### config.mk
export PLATFORM = sky130hd
export DESIGN_NAME = gpt_timebase
export DESIGN_NICKNAME = d
export VERILOG_FILES = /design/src/gpt_pkg.sv /design/src/gpt_trig_if.sv /design/src/gpt_clkgen.sv /design/src/gpt_trig.sv /design/src/gpt_timebase.sv
export SDC_FILE = /design/constraint.sdc
export NUM_CORES = 1
export LEC_CHECK = 0
export ABC_AREA = 1
export BUFFER_PORTS_ARGS = -buffer_cell sky130_fd_sc_hd__buf_2
export CAP_MARGIN = 20
export CORE_MARGIN = 3
export CORE_UTILIZATION = 54
export DETAILED_ROUTE_END_ITERATION = 7
export HOLD_SLACK_MARGIN = 0.08
export PLACE_DENSITY = 0.78
export SETUP_SLACK_MARGIN = 0.1
export SLEW_MARGIN = 20
export SYNTH_ARGS = -nofsm -noshare
export SYNTH_HDL_FRONTEND = slang
export SYNTH_HIERARCHICAL = 1
export SYNTH_SLANG_ARGS = --single-unit
export TNS_END_PERCENT = 100
### constraint.sdc
create_clock -name sys_clk_i -period 2.1 [get_ports sys_clk_i]
set_clock_uncertainty 0.05 [all_clocks]
set_input_delay 0.42 -clock sys_clk_i [delete_from_list [all_inputs] [get_ports sys_clk_i]]
set_output_delay 0.42 -clock sys_clk_i [all_outputs]
set_load 0.05 [all_outputs]
### src/gpt_pkg.sv
// ****************************************************************
// timebase package
// ****************************************************************
package gpt_pkg;
    localparam int unsigned ADDR_W = 4;
    localparam int unsigned DATA_W = 16;

    // register offsets
    localparam logic [3:0] OFF_CTRL_LO = 4'h0;
    localparam logic [3:0] OFF_CTRL_HI = 4'h1;
    localparam logic [3:0] OFF_STAT = 4'h2;
    localparam logic [3:0] OFF_TMR_LO = 4'h3;
    localparam logic [3:0] OFF_TMR_HI = 4'h4;
    localparam logic [3:0] OFF_PER_LO = 4'h5;
    localparam logic [3:0] OFF_PER_HI = 4'h6;

    // control_low_reg fields
    localparam int unsigned CL_MODE_LSB = 0;
    localparam int unsigned CL_CAPTURE_COMPARE_SELECT_BIT = 4;
    localparam int unsigned CL_CASCADE_BIT = 5;
    localparam int unsigned CL_CLOCK_SOURCE_SELECT_LSB = 8;
    // control_high_reg fields
    localparam int unsigned CH_SYNC_LSB = 0;
    localparam int unsigned CH_TRIGGER_ENABLE_BIT = 7;
    // status_low_reg fields
    localparam int unsigned ST_PRI_BIT = 0;
    localparam int unsigned ST_CMP_BIT = 1;
    localparam int unsigned ST_TRIGGER_CLEAR_BIT = 5;
    localparam int unsigned ST_TRIG_BIT = 7;

    // encodings
    localparam logic [3:0] MODE_TIMER = 4'h0;
    localparam logic [2:0] CLOCK_SOURCE_SELECT_SYS = 3'h0;
    localparam logic [4:0] SYNC_NONE = 5'h1f;

    // reset values
    localparam logic [15:0] RST_CTRL = 16'h0000;
    localparam logic [15:0] RST_TMR = 16'h0000;
    localparam logic [15:0] RST_PER = 16'hffff;
endpackage : gpt_pkg

### src/gpt_trig_if.sv
`timescale 1ns/100ps
// ****************************************************************
// sync / trigger carrier
// ****************************************************************
interface gpt_trig_if;
    logic [4:0] src_sel;
    logic trig_en;
    logic trig_clear;
    logic sync_clr;
    logic hold;
    logic trig_status;
    modport ctl (output src_sel, trig_en, trig_clear,
                 input sync_clr, hold, trig_status);
    modport src (input src_sel, trig_en, trig_clear,
                 output sync_clr, hold, trig_status);
endinterface : gpt_trig_if

### src/gpt_clkgen.sv
`timescale 1ns/100ps
// ****************************************************************
// time-base tick generator
// ****************************************************************
module gpt_clkgen
    import gpt_pkg::*;
(
    input wire logic sys_clk_i, // system clock
    input wire logic rst_i, // sync reset
    input wire logic [7:1] clk_src_i, // alternate sources
    input wire logic [2:0] clk_sel_i, // source select
    output logic tick_o // one-cycle time-base enable
);
    typedef struct packed {
        logic [7:1] prev;
    } gpt_clk_s;

    gpt_clk_s s;
    gpt_clk_s next_s;

    always_comb begin
        next_s.prev = clk_src_i;
    end

    always_ff @(posedge sys_clk_i) begin
        if (rst_i) begin
            s <= '0;
        end else begin
            s <= next_s;
        end
    end

    // rising edge of selected source, every cycle for system clock
    always_comb begin
        if (clk_sel_i == CLOCK_SOURCE_SELECT_SYS) begin
            tick_o = 1'b1;
        end else begin
            tick_o = clk_src_i[clk_sel_i] & ~s.prev[clk_sel_i];
        end
    end
endmodule : gpt_clkgen

### src/gpt_trig.sv
`timescale 1ns/100ps
// ****************************************************************
// sync / trigger source logic
// ****************************************************************
module gpt_trig
    import gpt_pkg::*;
(
    input wire logic sys_clk_i, // system clock
    input wire logic rst_i, // sync reset
    input wire logic [31:0] sync_src_i, // on-chip sync sources
    gpt_trig_if.src tif // control and results
);
    typedef struct packed {
        logic trig_status;
    } gpt_trig_s;

    gpt_trig_s s;
    gpt_trig_s next_s;
    logic sel_level;

    assign sel_level = sync_src_i[tif.src_sel];

    always_comb begin
        next_s = s;
        if (!tif.trig_en) begin
            next_s.trig_status = 1'b0;
        end else if (sel_level) begin
            next_s.trig_status = 1'b1; // set wins over clear
        end else if (tif.trig_clear) begin
            next_s.trig_status = 1'b0;
        end
    end

    always_ff @(posedge sys_clk_i) begin
        if (rst_i) begin
            s <= '0;
        end else begin
            s <= next_s;
        end
    end

    // code 11111 never syncs
    assign tif.sync_clr = !tif.trig_en && (tif.src_sel != SYNC_NONE)
                          && sel_level;
    assign tif.hold = tif.trig_en && !s.trig_status;
    assign tif.trig_status = s.trig_status;
endmodule : gpt_trig

### src/gpt_timebase.sv
// Our own choices: the register offsets and strobed register access.
`timescale 1ns/100ps
// ****************************************************************
// general-purpose timebase
// ****************************************************************
// How it works
// timer counts only when select bit is 0 and mode field is 0000.
// cascade clear gives two 16-bit counters, set gives one 32-bit.
// split primary counts low counter against low period.
// split secondary counts high counter against high period.
// only primary drives sync out and takes the external sync input.
// secondary has no sync or trigger output, periodic event only.
// split secondary period match raises the compare event flag.
// in 32-bit mode low overflow increments high counter by one.
// software sets cascade before loading counter or period for 32-bit.
// three-bit clock select picks one of eight sources, 000 system.
// five-bit source select picks the sync or trigger input.
// in sync operation the selected input clears the counter.
// sync applies when trigger enable is 0; code 11111 not used.
// trigger operation holds counter at zero until input asserts.
// counter runs while the trigger status flag stays set.
// writing trigger clear drops the flag, zeroes and holds counter.
// software enables trigger only with the system clock selected.
// time base is derived from a clock already on the chip.
// on period match the counter returns to zero with a period event.
module gpt_timebase
    import gpt_pkg::*;
(
    input wire logic sys_clk_i, // system clock
    input wire logic rst_i, // sync reset
    input wire logic [ADDR_W-1:0] addr_i, // register index
    input wire logic [DATA_W-1:0] wdata_i, // write data
    input wire logic wr_i, // write strobe
    input wire logic rd_i, // read strobe
    output logic [DATA_W-1:0] rdata_o, // read data, cycle after read
    input wire logic [7:1] clk_src_i, // alternate time-base sources
    input wire logic [31:0] sync_src_i, // sync / trigger sources
    output logic sync_out_o, // primary period pulse
    output logic compare_event_o, // compare event pulse
    output logic trig_status_o // trigger status level
);
    // ****************************************************************
    // state
    // ****************************************************************
    typedef struct packed {
        logic [3:0] mode;
        logic capture_compare_select;
        logic cascade;
        logic [2:0] clock_source_select;
        logic [4:0] sync_sel;
        logic trig_en;
        logic [15:0] tmr_lo;
        logic [15:0] tmr_hi;
        logic [15:0] per_lo;
        logic [15:0] per_hi;
        logic pri_flag;
        logic cmp_flag;
        logic sync_out;
        logic cmp_evt;
        logic [15:0] rdata;
    } gpt_state_s;

    gpt_state_s s;
    gpt_state_s next_s;
    logic tick;
    logic timer_on;
    logic clr_any;
    logic wr_stat;
    logic wr_tmr;
    logic [31:0] tmr_32;
    logic [31:0] per_32;

    gpt_trig_if tif ();

    // ****************************************************************
    // helpers
    // ****************************************************************
    gpt_clkgen u_clkgen (
        .sys_clk_i(sys_clk_i),
        .rst_i(rst_i),
        .clk_src_i(clk_src_i),
        .clk_sel_i(s.clock_source_select),
        .tick_o(tick)
    );

    gpt_trig u_trig (
        .sys_clk_i(sys_clk_i),
        .rst_i(rst_i),
        .sync_src_i(sync_src_i),
        .tif(tif)
    );

    assign wr_stat = wr_i && (addr_i == OFF_STAT);
    assign wr_tmr = wr_i && ((addr_i == OFF_TMR_LO)
                             || (addr_i == OFF_TMR_HI));
    assign tif.src_sel = s.sync_sel;
    assign tif.trig_en = s.trig_en;
    assign tif.trig_clear = wr_stat && wdata_i[ST_TRIGGER_CLEAR_BIT];
    assign timer_on = !s.capture_compare_select && (s.mode == MODE_TIMER);
    assign clr_any = tif.sync_clr || tif.hold || tif.trig_clear;
    assign tmr_32 = {s.tmr_hi, s.tmr_lo};
    assign per_32 = {s.per_hi, s.per_lo};

    // ****************************************************************
    // next state
    // ****************************************************************
    always_comb begin
        next_s = s;
        next_s.sync_out = 1'b0;
        next_s.cmp_evt = 1'b0;
        next_s.rdata = '0;
        // flag clears first so that events below win
        if (wr_stat) begin
            if (wdata_i[ST_PRI_BIT]) begin
                next_s.pri_flag = 1'b0;
            end
            if (wdata_i[ST_CMP_BIT]) begin
                next_s.cmp_flag = 1'b0;
            end
        end
        if (timer_on) begin
            if (s.cascade) begin
                // one 32-bit counter
                if (clr_any) begin
                    next_s.tmr_lo = '0;
                    next_s.tmr_hi = '0;
                end else if (tick) begin
                    if (tmr_32 == per_32) begin
                        next_s.tmr_lo = '0;
                        next_s.tmr_hi = '0;
                        next_s.sync_out = 1'b1;
                        next_s.pri_flag = 1'b1;
                        next_s.cmp_evt = 1'b1;
                        next_s.cmp_flag = 1'b1;
                    end else begin
                        next_s.tmr_lo = s.tmr_lo + 16'h0001;
                        if (s.tmr_lo == 16'hffff) begin
                            next_s.tmr_hi = s.tmr_hi + 16'h0001;
                        end
                    end
                end
            end else begin
                // primary: only one that sees sync and trigger
                if (clr_any) begin
                    next_s.tmr_lo = '0;
                end else if (tick) begin
                    if (s.tmr_lo == s.per_lo) begin
                        next_s.tmr_lo = '0;
                        next_s.sync_out = 1'b1;
                        next_s.pri_flag = 1'b1;
                    end else begin
                        next_s.tmr_lo = s.tmr_lo + 16'h0001;
                    end
                end
                // secondary: free running periodic source
                if (tick) begin
                    if (s.tmr_hi == s.per_hi) begin
                        next_s.tmr_hi = '0;
                        next_s.cmp_evt = 1'b1;
                        next_s.cmp_flag = 1'b1;
                    end else begin
                        next_s.tmr_hi = s.tmr_hi + 16'h0001;
                    end
                end
            end
        end
        // register writes
        if (wr_i) begin
            unique case (addr_i)
                OFF_CTRL_LO: begin
                    next_s.mode = wdata_i[CL_MODE_LSB +: 4];
                    next_s.capture_compare_select = wdata_i[CL_CAPTURE_COMPARE_SELECT_BIT];
                    next_s.cascade = wdata_i[CL_CASCADE_BIT];
                    next_s.clock_source_select = wdata_i[CL_CLOCK_SOURCE_SELECT_LSB +: 3];
                end
                OFF_CTRL_HI: begin
                    next_s.sync_sel = wdata_i[CH_SYNC_LSB +: 5];
                    next_s.trig_en = wdata_i[CH_TRIGGER_ENABLE_BIT];
                end
                OFF_TMR_LO: next_s.tmr_lo = wdata_i;
                OFF_TMR_HI: next_s.tmr_hi = wdata_i;
                OFF_PER_LO: next_s.per_lo = wdata_i;
                OFF_PER_HI: next_s.per_hi = wdata_i;
                default: begin
                end
            endcase
        end
        // reads: unmapped offsets answer zero
        if (rd_i) begin
            unique case (addr_i)
                OFF_CTRL_LO: begin
                    next_s.rdata[CL_MODE_LSB +: 4] = s.mode;
                    next_s.rdata[CL_CAPTURE_COMPARE_SELECT_BIT] = s.capture_compare_select;
                    next_s.rdata[CL_CASCADE_BIT] = s.cascade;
                    next_s.rdata[CL_CLOCK_SOURCE_SELECT_LSB +: 3] = s.clock_source_select;
                end
                OFF_CTRL_HI: begin
                    next_s.rdata[CH_SYNC_LSB +: 5] = s.sync_sel;
                    next_s.rdata[CH_TRIGGER_ENABLE_BIT] = s.trig_en;
                end
                OFF_STAT: begin
                    next_s.rdata[ST_PRI_BIT] = s.pri_flag;
                    next_s.rdata[ST_CMP_BIT] = s.cmp_flag;
                    next_s.rdata[ST_TRIG_BIT] = tif.trig_status;
                end
                OFF_TMR_LO: next_s.rdata = s.tmr_lo;
                OFF_TMR_HI: next_s.rdata = s.tmr_hi;
                OFF_PER_LO: next_s.rdata = s.per_lo;
                OFF_PER_HI: next_s.rdata = s.per_hi;
                default: next_s.rdata = '0;
            endcase
        end
    end

    always_ff @(posedge sys_clk_i) begin
        if (rst_i) begin
            s <= '0;
            s.mode <= RST_CTRL[CL_MODE_LSB +: 4];
            s.clock_source_select <= RST_CTRL[CL_CLOCK_SOURCE_SELECT_LSB +: 3];
            s.tmr_lo <= RST_TMR;
            s.tmr_hi <= RST_TMR;
            s.per_lo <= RST_PER;
            s.per_hi <= RST_PER;
        end else begin
            s <= next_s;
        end
    end

    assign rdata_o = s.rdata;
    assign sync_out_o = s.sync_out;
    assign compare_event_o = s.cmp_evt;
    assign trig_status_o = tif.trig_status;
endmodule : gpt_timebase

### Word-level counts from Yosys, hierarchy flattened

Cells that the tools add are included.

* add/sub/neg operators: 2
* $lt $le $gt $ge: 2
* eq/ne operators: 11
* muxes and demuxes: 50
* bitwise logic cells: 5
* reductions and logical operators: 22

Operator list (number)
* two-way mux 16 bit: 10
* two-way mux 32 bit: 5
* two-way mux 64 bit: 1
* adder 16 x 1 -> 16 bit, second input constant: 2
* == test 16 bit: 2
* == test 32 bit: 1
* two-way mux 4 bit: 5
* one-hot mux 5 bit (4 select lines): 1
* two-way mux 1 bit: 18
* one-hot mux 3 bit (6 select lines): 1
* == test 16 bit, second input constant: 1
* one-hot mux 3 bit (5 select lines): 1
* one-hot mux 2 bit (7 select lines): 1
* == test 4 x 3 -> 1 bit, second input constant: 3
* == test 4 x 2 -> 1 bit, second input constant: 2
* logical NOT 4 bit: 2
* AND reduction 2 bit: 4
* binary-select mux 1 bit (select 3 bit): 2
* logical AND 1 bit: 6
* < comparator 5 x 6 -> 1 bit, second input constant: 1
* one-hot mux 1 bit (6 select lines): 1
* OR reduction 2 bit: 3
* binary-select mux 1 bit (select 5 bit): 1
* != test 5 bit, second input constant: 1
* 11 further kinds: 17

* register bits: 107
* bits of input ports: 63
* output and inout bits: 19
* word-level logic and storage cells: 109

### Longest topological paths before layout

Gate-level depths: netlist (run 1).

* depth after elaboration: 11
* mapped depth: 19
* depth with buffers taken out: 16

### By module

Netlist (run 1), hierarchy kept.

Modules (own cells, without submodules)
* gpt_timebase: times used 1, cells each 937, area each 6117.1 um2, seq. area each 1981.9 um2
* gpt_trig: times used 1, cells each 104, area each 476.7 um2, seq. area each 20.0 um2
* gpt_clkgen: times used 1, cells each 43, area each 292.8 um2, seq. area each 140.1 um2

### Least setup slack after synthesis (run 1)

No wires, ideal clock.

* path type: register to register
* start: reg s, in the netlist tif.src_sel[0]
* end: reg s[68] in the netlist's numbering
* setup time: 0.070 ns
* arrival: 1.854 ns
* required time: 1.980 ns
* setup slack: 0.126 ns
* cell stages (with the launch flop): 20
* path buffers: 3
* period minus slack after synthesis: 1.974 ns
* path through: dfxtp_1 -> buf_6 -> inv_4 -> buf_6 -> nand2_1 -> nand2_1 -> nand2_1 -> nand3_1 -> nand3_1 -> nand2_1 -> nand2_2 -> nor2_1 -> inv_1 -> nand3_2 -> nor2_2 -> inv_1 -> buf_2 -> a21oi_1 -> nand2_1 -> a21oi_1

* cells in the longest elaborated chain, start to end: 10
* elaborated cells between the ends (all ways): 13
* classes of those cells: eq/ne (1); mux (8); reduce/logical (4)

Ends and longest elaborated chain
* start, declared: line gpt_timebase.sv:63 `gpt_state_s s;`
* start signal, assigned: line gpt_timebase.sv:225 `s <= next_s;`
* binary-select mux 1 bit (select 5 bit) or != test 5 bit (tied branches): line gpt_trig.sv:21, gpt_trig.sv:43
* two-way mux 1 bit (not written as such) or logical AND 1 bit (tied branches): line gpt_trig.sv:21, gpt_trig.sv:43
* logical AND 1 bit (*): line gpt_trig.sv:44 `&& sel_level;`
* via tif.sync_clr: line gpt_trig_if.sv:9 `logic sync_clr;`
* logical OR 1 bit (*) (2 in series): line gpt_timebase.sv:100 `assign clr_any = tif.sync_clr || tif.hold || tif.trig_clear;`
* two-way mux 16 bit or two-way mux 32 bit (tied branches): line gpt_timebase.sv:144, gpt_timebase.sv:124
* two-way mux 32 bit (*): line gpt_timebase.sv:122 `if (s.cascade) begin`
* two-way mux 32 bit (*): line gpt_timebase.sv:121 `if (timer_on) begin`
* two-way mux 16 bit: line gpt_timebase.sv:169 `unique case (addr_i)`
* two-way mux 64 bit (*): line gpt_timebase.sv:168 `if (wr_i) begin`

The timed path passes the listed nets; every way through them passes the cells marked *. The select of a mux whose other input is x is not followed.
A chain may end at the register's enable or synchronous reset.

### Worst setup path in the final report (run 1)

Same ends and word-level chain as after synthesis.

==> metrics.csv, run 1 <==
stage,metric,value,unit
detailed_routing,post_drt_wl_per_cell,16.7,µm
detailed_routing,dr.pass1.iters,6,
placement,port_buffers,81,
setup_path,crit_arrival,2.52,ns
sta,setup_violations,30,
clock_network,clkSlewWorstSetupHoldPaths,0.07,ns
detailed_routing,routed_wl,22700,µm
logic_synthesis,yosysSeqAreaShare,31.1,%
global_route,grt_pass1_vias,6974,
logic_synthesis,synth_top_area_cell,dfxtp_1,
floorplan,num_rows,40,
logic_synthesis,syn_nets,1149,
layout,nets,1253,
logic_synthesis,synth_area_leaders,"dfxtp_1 31%, nand2_1 13%, inv_1 7.1%",
sta,fin_crit_sh,108,%
logic_synthesis,yosysTopAreaCellShare,31.1,%
logic_synthesis,ys_warn_count,6,
sta,relSlewSlack,50.8,%
sta,setup_tns,-3.38,ns
setup_path,cp.required,2.35,ns
worst_hold_path,min_to,u_clkgen/s[0]$_SDFF_PP0_,
clock_network,clkLatencyLatePin,0.37,ns
global_route,antenna_found_initial,0,
logic_synthesis,yosysMostFrequentCell,nand2_1,
power,power_density,578,mW/mm²
status,violations,negative setup slack,
sta,fin_crit,2.27,ns
layout,area_growth_syn_to_layout,21.0,%
power,finalPower,4.82,mW
setup_path,crit_chain,clkinv_8 > o41ai_1 > nor2_2 > inv_2 > nand3_4 > nor2_4 > clkinvlp_4 > a21oi_2 > nand2_1 > a21oi_2,
logic_synthesis,synth_ff_type,dfxtp_1,
setup_path,slowest_stage,o41ai_1,
worst_hold_path,worst_hold_path_type,primary input to flop,
power,p_leak,3.84,nW
detailed_routing,drc_errors,0,
sta,slew_viol_final,0,
logic_synthesis,async_flop_share,0,%
clock_network,clock_path_buffers,2,
logic_synthesis,synth_cells,1084,
sta,hold_ws,0.212,ns
detailed_routing,ant_nets,0,
logic_synthesis,synth_commonest_cells,"247 x nand2_1, 130 x inv_1, 107 x dfxtp_1, 96 x a21oi_1, 95 x o21ai_0",
setup_path,r2r_slack,-0.17,ns
floorplan,coreArea,0.0123,mm²
floorplan,initial_core_util,56.2,%
setup_path,r2r_cells,10,
worst_hold_path,hold_path.startpoint,clk_src_i[1],
power,peakVddDrop,0.415,mV
setup_path,reg2reg_from,tif.src_sel[0]$_SDFFE_PP0P_,
layout,nFillCells,1081,
flow_run,maxCapViolations,0,
detailed_routing,drt_iter0_drc,981,
sta,hold_violations,0,
sta,max_slew.worst_pin.slew,0.736,ns
floorplan,ioPinCount,82,
global_route,grt_pass1_wl,35600,µm
layout,fin_area,0.00833,mm²
worst_hold_path,holdPathStages,3,
clock_network,cts.sinks,107,
setup_path,timing.rr.end,s[68]$_SDFF_PP0_,
global_route,grt_usage,31.3,%
sta,fin_ws,-0.170,ns
sta,grt_setup_unrepaired,true,
layout,final_layout_size_suffix_gt1_share,23.2,%
placement,dpl_worst_slack,-0.0596,ns
clock_network,h-tree-depth,3,
layout,diodes,0,
setup_path,start_kind,flop,
logic_synthesis,synth-seq-cells,107,
logic_synthesis,synth_edf_count,0,
layout,regArea,0.00215,mm²
setup_path,path_max_fanout,8,
detailed_routing,vias_per_cell,5.73,
logic_synthesis,synthesis.area,0.00689,mm²
clock_network,cts_hold_buf,0,
clock_network,cts_tree,yes,
placement,dpl_cell_area,0.00770,mm²
floorplan,dieHeight,119,µm
sta,timing.fmax,0.440,GHz
setup_path,critPathKind,flop to flop,
logic_synthesis,synth_cell_types,46,
floorplan,die_x,119,µm
setup_path,crit_path_end_kind,flop,
placement,gpl.final_weighted_congestion,0.951,
logic_synthesis,syn_area_per_cell,6.35,µm²
detailed_routing,vias,7793,
layout,multi_input_area,0.00398,mm²
floorplan,die_area,0.0141,mm²
setup_path,critPathLaunch,tif.src_sel[0]$_SDFFE_PP0P_,
status,outcome,finished with violations,
global_route,overflow,0,
setup_path,cpMostUsedCell,a21oi_2,
clock_network,clock_tree.root_cell,clkbuf_16,
setup_path,max_stage_delay,0.52,ns
placement,hpwl,16300,µm
clock_network,cts-buffers-inserted,9,
global_route,grt_max_degree,33,
-- routing by layer --
| metal | up-vias | routed length [µm] | global-route usage, % |
|---|---|---|---|
| met5 | - | 0 | 0 |
| met1 | 3513 | 9350 | 42.2 |
| met4 | 0 | 767 | 12.7 |
| met2 | 469 | 10300 | 49.1 |
| li1 | 3750 | - | - |
| met3 | 61 | 2260 | 6.27 |
-- how the worst max path moves through the flow --
stage,endpoint,slack (ns),cells past startpoint
finish,s[68]$_SDFF_PP0_,-0.17,10
CTS,s[77]$_SDFF_PP0_,-0.08,16
global route,s[68]$_SDFF_PP0_,-0.26,16
detailed placement,s[80]$_SDFF_PP0_,-0.06,16
floorplan,s[68]$_SDFF_PP0_,0.13,19
global placement,s[83]$_SDFF_PP0_,0.02,16
-- cells in the final DEF, fill, tap and decap left out, drive strengths merged, types with 3 or more instances in the layout --
| cell type | instances |
|---|---|
| o21ai | 105 |
| a21oi | 99 |
| xnor2 | 11 |
| a2111oi | 4 |
| dfxtp | 107 |
| nand4 | 25 |
| clkinvlp | 3 |
| clkinv | 3 |
| xor2 | 12 |
| inv | 155 |
| nand2 | 257 |
| clkbuf | 11 |
| nor3 | 11 |
| a221oi | 10 |
| nand3b | 5 |
| o22ai | 23 |
| nand3 | 87 |
| buf | 155 |
| nor2 | 97 |
-- kinds of logic (layout without fill, tap and decap cells) --
kind of cell    Yosys count  in the layout  synth area share [%]
simple gates            484            484                  31.5
flops                   107            107                  31.1
xor+xnor                 23             23                  2.93
buf+inv                 219            328                  14.0
fa+ha+maj                 2              2                 0.363
compound gates          249            249                  20.1
-- registers in the layout, summed over array words and instances (netlist names) --
name,count
compare_event_o,1
per_32,32
rdata_o,16
s,43
sync_out_o,1
tif.src_sel,5
tif.trig_en,1
u_clkgen/s,7
u_trig/tif.trig_status,1
-- report_power, final --
part,total (mW),internal (mW),switching (mW)
clock network,1.73,0.865,0.864
logic,0.926,0.350,0.576
registers,2.16,2.09,0.0697
-- per-stage QoR --
step	cells	util, %
detailed placement	1336	62.8
floorplan	1084	-
CTS	1356	66.4
finish	1361	67.9
global placement	1336	62.8
global route	1361	67.9
-- worst max-delay path, delay by kind of cell, from the launching register on --
family | cells | cell delay (ns)
compound gates | 3 | 0.80
buf+inv | 3 | 0.44
flops | 1 | 0.46
simple gates | 4 | 0.44
-- area by class of cell --
| class | instances | area share [%] |
|---|---|---|
| multi-input combinational | 758 | 47.7 |
| sequential | 107 | 25.8 |
| timing repair buffer | 157 | 13.1 |
| inverter | 153 | 7.12 |
| clock buffer | 10 | 2.87 |
| tap | 168 | 2.52 |
| clock inverter | 6 | 0.676 |
| timing repair inverter | 2 | 0.195 |
-- what timing repair did --
| item | CTS | global route |
|---|---|---|
| endpoints found under the setup margin | 29 | 36 |
| pin swaps | 17 | 12 |
| endpoints found under the hold margin | 0 | 0 |
| cloned | 2 | 3 |
| setup buffers | 2 | 2 |
| gates resized for setup | 25 | 31 |
No activity file was read; power rests on OpenSTA's default activity.
==> run 2, diff against run 1 <==
- CORE_ASPECT_RATIO: not set -> 1.25
==> metrics.csv, run 2 (synthesized netlist as in run 1, its figures left out) <==
stage,metric,value,unit,change
detailed_routing,drt_iter0_drc,796,,-19%
setup_path,start_kind,flop,,
power,netSwitchingFraction,30.8,%,-0.56 points
placement,gpl.final_weighted_congestion,0.956,,+0.48%
placement,dpl_cell_area,0.00760,mm²,-1.3%
layout,diodes,0,,unchanged
sta,fin_crit_sh,103,%,-5.3 points
power,finalPower,4.92,mW,+2.1%
worst_hold_path,worst_hold_path_type,primary input to flop,,
setup_path,slowest_stage,dfxtp_4,,
worst_hold_path,holdPathStages,3,,unchanged
setup_path,reg2reg_from,tif.src_sel[0]$_SDFFE_PP0P_,,
power,power_density,601,mW/mm²,+4.0%
setup_path,r2r_cells,17,,+7
layout,largest-register,s,,
floorplan,ioPinCount,82,,unchanged
layout,multi_input_area,0.00394,mm²,-0.85%
sta,hold_violations,0,,unchanged
layout,nFillCells,1144,,+5.8%
detailed_routing,routed_wl,22600,µm,-0.37%
clock_network,clock_tree.root_cell,clkbuf_16,,
setup_path,cp_top_family,compound AO/OA/AOI/OAI gates,,
power,p_switching,1.51,mW,+0.21%
sta,max_slew.worst_pin.slew,0.520,ns,-0.216 ns
status,violations,negative setup slack,,
worst_hold_path,hold_path.startpoint,clk_src_i[7],,
power,p_leak,3.78,nW,-1.5%
power,power.share.sequential,44.0,%,-0.9 points
global_route,grt_pass1_wl,34800,µm,-2.4%
floorplan,die_area,0.0142,mm²,about the same
detailed_routing,post_drt_wl_per_cell,16.8,µm,+0.66%
layout,regArea,0.00215,mm²,unchanged
floorplan,dieHeight,132,µm,+11%
sta,slew_viol_final,0,,unchanged
clock_network,cts.sinks,107,,unchanged
setup_path,path_max_fanout,5,,-3
floorplan,die_x,107,µm,-10%
layout,mostFrequentLayoutCell,nand2_1,,
sta,grt_setup_unrepaired,true,,
global_route,grt_max_degree,39,,+18%
detailed_routing,vias_per_cell,5.73,,about the same
placement,port_buffers,81,,unchanged
worst_hold_path,min_to,u_clkgen/s[6]$_SDFF_PP0_,,
setup_path,cpMostUsedCell,nand2_1,,
layout,final_cell_mix,"243 x nand2_1, 129 x inv_1, 105 x dfxtp_1, 95 x o21ai_0, 83 x nor2_1",,
detailed_routing,ant_nets,0,,unchanged
clock_network,cts_tree,yes,,
clock_network,h-tree-depth,3,,unchanged
setup_path,crit_path_end_kind,flop,,
detailed_routing,vias,7718,,-0.96%
global_route,grt_usage,30.8,%,-0.50 points
floorplan,initial_core_util,55.8,%,-0.31 points
sta,setup_violations,2,,-93%
clock_network,clock_path_buffers,2,,unchanged
setup_path,path_buf_inv,4,,+1
detailed_routing,drc_errors,0,,unchanged
clock_network,clkSlewWorstSetupHoldPaths,0.08,ns,about the same
status,outcome,finished with violations,,
power,p_clk_share,37.0,%,+1.1 points
floorplan,num_rows,45,,+13%
power,peakVddDrop,0.384,mV,-7.5%
setup_path,crit_arrival,2.36,ns,-0.16 ns
setup_path,max_stage_delay,0.41,ns,-0.11 ns
clock_network,cts-buffers-inserted,9,,unchanged
sta,setup_tns,-0.0610,ns,+3.31 ns
clock_network,clkLatencyLatePin,0.37,ns,about the same
placement,hpwl,16100,µm,-0.83%
sta,timing.fmax,0.463,GHz,+5.2%
global_route,antenna_found_initial,0,,unchanged
setup_path,r2r_slack,-0.06,ns,+0.11 ns
layout,largest_reg_flops,43,,unchanged
layout,final_layout_size_suffix_gt1_share,22.3,%,-0.90 points
floorplan,coreArea,0.0123,mm²,+0.56%
power,p_comb_share,19.0,%,-0.2 points
layout,area_growth_syn_to_layout,18.8,%,
sta,relSlewSlack,64.5,%,+14 points
layout,nets,1243,,-0.80%
sta,fin_ws,-0.0587,ns,+0.112 ns
flow_run,maxCapViolations,0,,unchanged
detailed_routing,dr.pass1.iters,5,,-1
global_route,overflow,0,,unchanged
sta,fin_crit,2.16,ns,-0.112 ns
power,p_int,3.40,mW,+2.9%
setup_path,cp.required,2.30,ns,-0.05 ns
layout,fin_area,0.00818,mm²,-1.8%
setup_path,critPathKind,flop to flop,,
setup_path,crit_chain,buf_4 > nand2_1 > nand2_1 > nand2_1 > a21oi_2 > nor2_2 > nand2_1 > nand2_2 > nor2_1 > inv_1 > nand3_4 > buf_4 > inv_4 > o21ai_4 > a21oi_1 > a21oi_1 > nor2_1,,
setup_path,timing.rr.end,s[52]$_SDFF_PP0_,,
global_route,grt_pass1_vias,6949,,-0.36%
run 2: cell count changes in the layout (fill, tap and decap cells not counted), sizes merged:
cell,change
clkbuf,-2
bufinv,+1
bufbuf,-1
buf,-6
inv,-1
clkinvlp,-1
run 2: metal layers:
metal  vias to the layer above  wire length [µm]  track usage, %
met5                         -                 0               0
met2                       448             10600            51.3
li1                       3726                 -               -
met4                         0              1250            16.1
met3                        97              2060            4.70
met1                      3447              8630            38.1
run 2: final cells by class:
cell class,count,area share [%]
inverters,153,7.22
well taps,164,2.51
clock buffers,9,2.75
multi-input cells,758,48.2
clock inverters,7,1.04
flip-flops and latches,107,26.3
repair buffers,149,12.0
run 2: tightest hold or removal path, stage by stage:
cell and delay, ns:
buf_2 0.10, inv_1 0.04, nor2_1 0.03
run 2: power groups by stage:
stage	combinational (mW)	sequential (mW)	clock (mW)
2_1_floorplan	0.521	2.18	0
3_3_place_gp	0.797	2.20	0
3_5_place_dp	0.806	2.20	0
4_1_cts	0.850	2.16	1.81
5_1_grt	1.02	2.17	1.88
6_report	0.936	2.16	1.82
run 2: through the flow:
| stage | hold WS [ns] | cells | setup slack, ns | utilization, % |
|---|---|---|---|---|
| after floorplan | 0.391 | 1084 | 0.126 | - |
| after global placement | 0.408 | 1323 | -0.110 | 61.6 |
| after detailed placement | 0.415 | 1323 | -0.114 | 61.6 |
| after CTS | 0.223 | 1343 | 0.0570 | 65.0 |
| after global routing | 0.235 | 1347 | -0.179 | 66.3 |
| final | 0.219 | 1347 | -0.0587 | 66.3 |
run 2: timing repair:
item	4_1_cts	5_1_grt
gates resized for setup	20	32
hold buffers	0	0
pin swaps	15	15
setup buffers	4	4
setup endpoints to repair	29	34
run 2: worst max-delay path by stage:
stage	from	endpoint	slack, ns	cells after the start
final	tif.src_sel[0]$_SDFFE_PP0P_	s[52]$_SDFF_PP0_	-0.06	17
after global routing	tif.src_sel[0]$_SDFFE_PP0P_	s[80]$_SDFF_PP0_	-0.18	17
after CTS	tif.src_sel[0]$_SDFFE_PP0P_	s[68]$_SDFF_PP0_	0.06	17
after detailed placement	tif.src_sel[0]$_SDFFE_PP0P_	s[74]$_SDFF_PP0_	-0.11	16
after global placement	tif.src_sel[0]$_SDFFE_PP0P_	s[72]$_SDFF_PP0_	-0.11	16
after floorplan	tif.src_sel[0]$_SDFFE_PP0P_	s[68]$_SDFF_PP0_	0.13	19
==> run 3, diff against run 2 <==
- TNS_END_PERCENT: 100 -> 50
==> metrics.csv, run 3 (synthesized netlist as in run 1, its figures left out) <==
stage,metric,value,unit,change
status,outcome,finished with violations,,
status,violations,negative setup slack,,
sta,grt_setup_unrepaired,true,,
layout,fin_util,66.2,%,-0.14 points
floorplan,num_rows,45,,unchanged
detailed_routing,routed_wl,22500,µm,-0.49%
detailed_routing,vias,7654,,-0.83%
flow_run,maxCapViolations,0,,unchanged
floorplan,die_area,0.0142,mm²,unchanged
clock_network,cts_hold_buf,0,,unchanged
power,p_int,3.40,mW,about the same
global_route,grt_pass1_wl,34800,µm,unchanged
setup_path,path_max_fanout,5,,unchanged
setup_path,slowest_stage,dfxtp_4,,
placement,port_buffers,81,,unchanged
clock_network,clkLatencyLatePin,0.37,ns,about the same
sta,setup_tns,-0.0601,ns,+0.000953 ns
power,peakVddDrop,0.383,mV,-0.18%
placement,dpl_cell_area,0.00760,mm²,unchanged
detailed_routing,dr.pass1.iters,5,,unchanged
global_route,grt_usage,30.8,%,unchanged
setup_path,start_kind,flop,,
layout,largest_reg_flops,43,,unchanged
power,p_comb_share,18.9,%,about the same
clock_network,clkSlewWorstSetupHoldPaths,0.07,ns,about the same
clock_network,cts-buffers-inserted,9,,unchanged
sta,setup_violations,3,,+1
sta,hold_violations,0,,unchanged
setup_path,cp.required,2.30,ns,about the same
layout,final_layout_size_suffix_gt1_share,21.9,%,-0.42 points
clock_network,cts_tree,yes,,
power,power_density,603,mW/mm²,+0.30%
layout,largest-register,s,,
worst_hold_path,worst_hold_path_type,primary input to flop,,
setup_path,crit_path_end_kind,flop,,
global_route,grt_pass1_vias,6949,,unchanged
detailed_routing,drt_iter0_drc,810,,+1.8%
layout,fin_area,0.00816,mm²,-0.21%
setup_path,max_stage_delay,0.41,ns,about the same
power,p_clk_share,37.2,%,+0.2 points
clock_network,clock_path_buffers,2,,unchanged
floorplan,initial_core_util,55.8,%,unchanged
setup_path,path_buf_inv,4,,unchanged
setup_path,crit_chain,buf_4 > nand2_1 > nand2_1 > nand2_1 > a21oi_2 > nor2_2 > nand2_1 > nand2_2 > nor2_1 > inv_1 > nand3_4 > buf_4 > inv_2 > o21ai_4 > a21oi_1 > a21oi_1 > nor2_1,,
placement,hpwl,16100,µm,unchanged
power,finalPower,4.92,mW,about the same
floorplan,dieHeight,132,µm,unchanged
layout,nets,1243,,unchanged
floorplan,ioPinCount,82,,unchanged
detailed_routing,vias_per_cell,5.68,,-0.83%
sta,fin_crit_sh,103,%,-0.13 points
global_route,grt_max_degree,39,,unchanged
power,netSwitchingFraction,30.9,%,+0.092 points
clock_network,clock_tree.root_cell,clkbuf_16,,
setup_path,cp_top_family,compound AO/OA/AOI/OAI gates,,
sta,fin_ws,-0.0559,ns,+0.00281 ns
sta,relSlewSlack,64.0,%,-0.47 points
layout,final_cell_mix,"244 x nand2_1, 129 x inv_1, 106 x dfxtp_1, 95 x o21ai_0, 84 x nor2_1",,
setup_path,crit_arrival,2.36,ns,about the same
layout,diodes,0,,unchanged
floorplan,die_x,107,µm,unchanged
detailed_routing,drc_errors,0,,unchanged
clock_network,h-tree-depth,3,,unchanged
placement,dpl_worst_slack,-0.114,ns,unchanged
global_route,overflow,0,,unchanged
power,p_leak,3.78,nW,about the same
global_route,antenna_found_initial,0,,unchanged
sta,fin_crit,2.16,ns,-0.00281 ns
sta,max_slew.worst_pin.slew,0.527,ns,+0.00693 ns
layout,mostFrequentLayoutCell,nand2_1,,
power,p_switching,1.52,mW,+0.39%
setup_path,cpMostUsedCell,nand2_1,,
placement,gpl.final_weighted_congestion,0.956,,unchanged
sta,timing.fmax,0.464,GHz,+0.13%
layout,area_growth_syn_to_layout,18.5,%,
clock_network,cts.sinks,107,,unchanged
detailed_routing,post_drt_wl_per_cell,16.7,µm,-0.49%
setup_path,critPathKind,flop to flop,,
sta,slew_viol_final,0,,unchanged
floorplan,coreArea,0.0123,mm²,unchanged
power,power.share.sequential,43.9,%,about the same
detailed_routing,ant_nets,0,,unchanged
[run 3: layout make-up]
type / count / area, µm²
flip-flops and latches: 107 / 2150
repair buffers: 149 / 985
well taps: 164 / 205
clock buffers: 9 / 225
multi-input cells: 758 / 3930
inverters: 153 / 588
clock inverters: 7 / 85.1
fillers: 1146 / 4170
[run 3: per-stage QoR]
stage / cells / hold WS (ns)
global route: 1347 / 0.235
CTS: 1343 / 0.223
detailed placement: 1323 / 0.415
finish: 1347 / 0.221
floorplan: 1084 / 0.391
global placement: 1323 / 0.408
[run 3: path summary, 6_finish.rpt]
check | startpoint | endpoint | slack (ns) | depth (start not counted)
max reg2reg | tif.src_sel[0]$_SDFFE_PP0P_ | s[52]$_SDFF_PP0_ | -0.06 | 17
max | tif.src_sel[0]$_SDFFE_PP0P_ | s[52]$_SDFF_PP0_ | -0.06 | 17
min | clk_src_i[7] | u_clkgen/s[6]$_SDFF_PP0_ | 0.22 | 3
min reg2reg | tif.trig_en$_SDFFE_PP0P_ | tif.trig_en$_SDFFE_PP0P_ | 0.43 | 2
[run 3: metal layers]
layer	wire (µm)	GRT usage (%)	vias to the layer above
li1	-	-	3729
met1	8650	38.1	3404
met2	10600	51.3	424
met3	2040	4.70	97
met4	1150	16.1	0
met5	0	0	-
[run 3: power groups by stage]
| stage | Clock, mW | Combinational (mW) | Sequential [mW] |
|---|---|---|---|
| after floorplan | 0 | 0.521 | 2.18 |
| after global placement | 0 | 0.797 | 2.20 |
| after detailed placement | 0 | 0.806 | 2.20 |
| after CTS | 1.81 | 0.850 | 2.16 |
| after global routing | 1.88 | 1.01 | 2.17 |
| final | 1.83 | 0.931 | 2.16 |
[run 3: tightest hold or removal path: cells and delay by family]
family                 cells  cell delay, ns
buffers and inverters      2            0.14
and+or+nand+nor            1            0.03
[run 3: repair_timing]
item | CTS | global route
gates resized for setup | 20 | 26
pin swaps | 15 | 15
setup buffers | 4 | 4
setup endpoints to repair | 29 | 34
cloned | 0 | 0
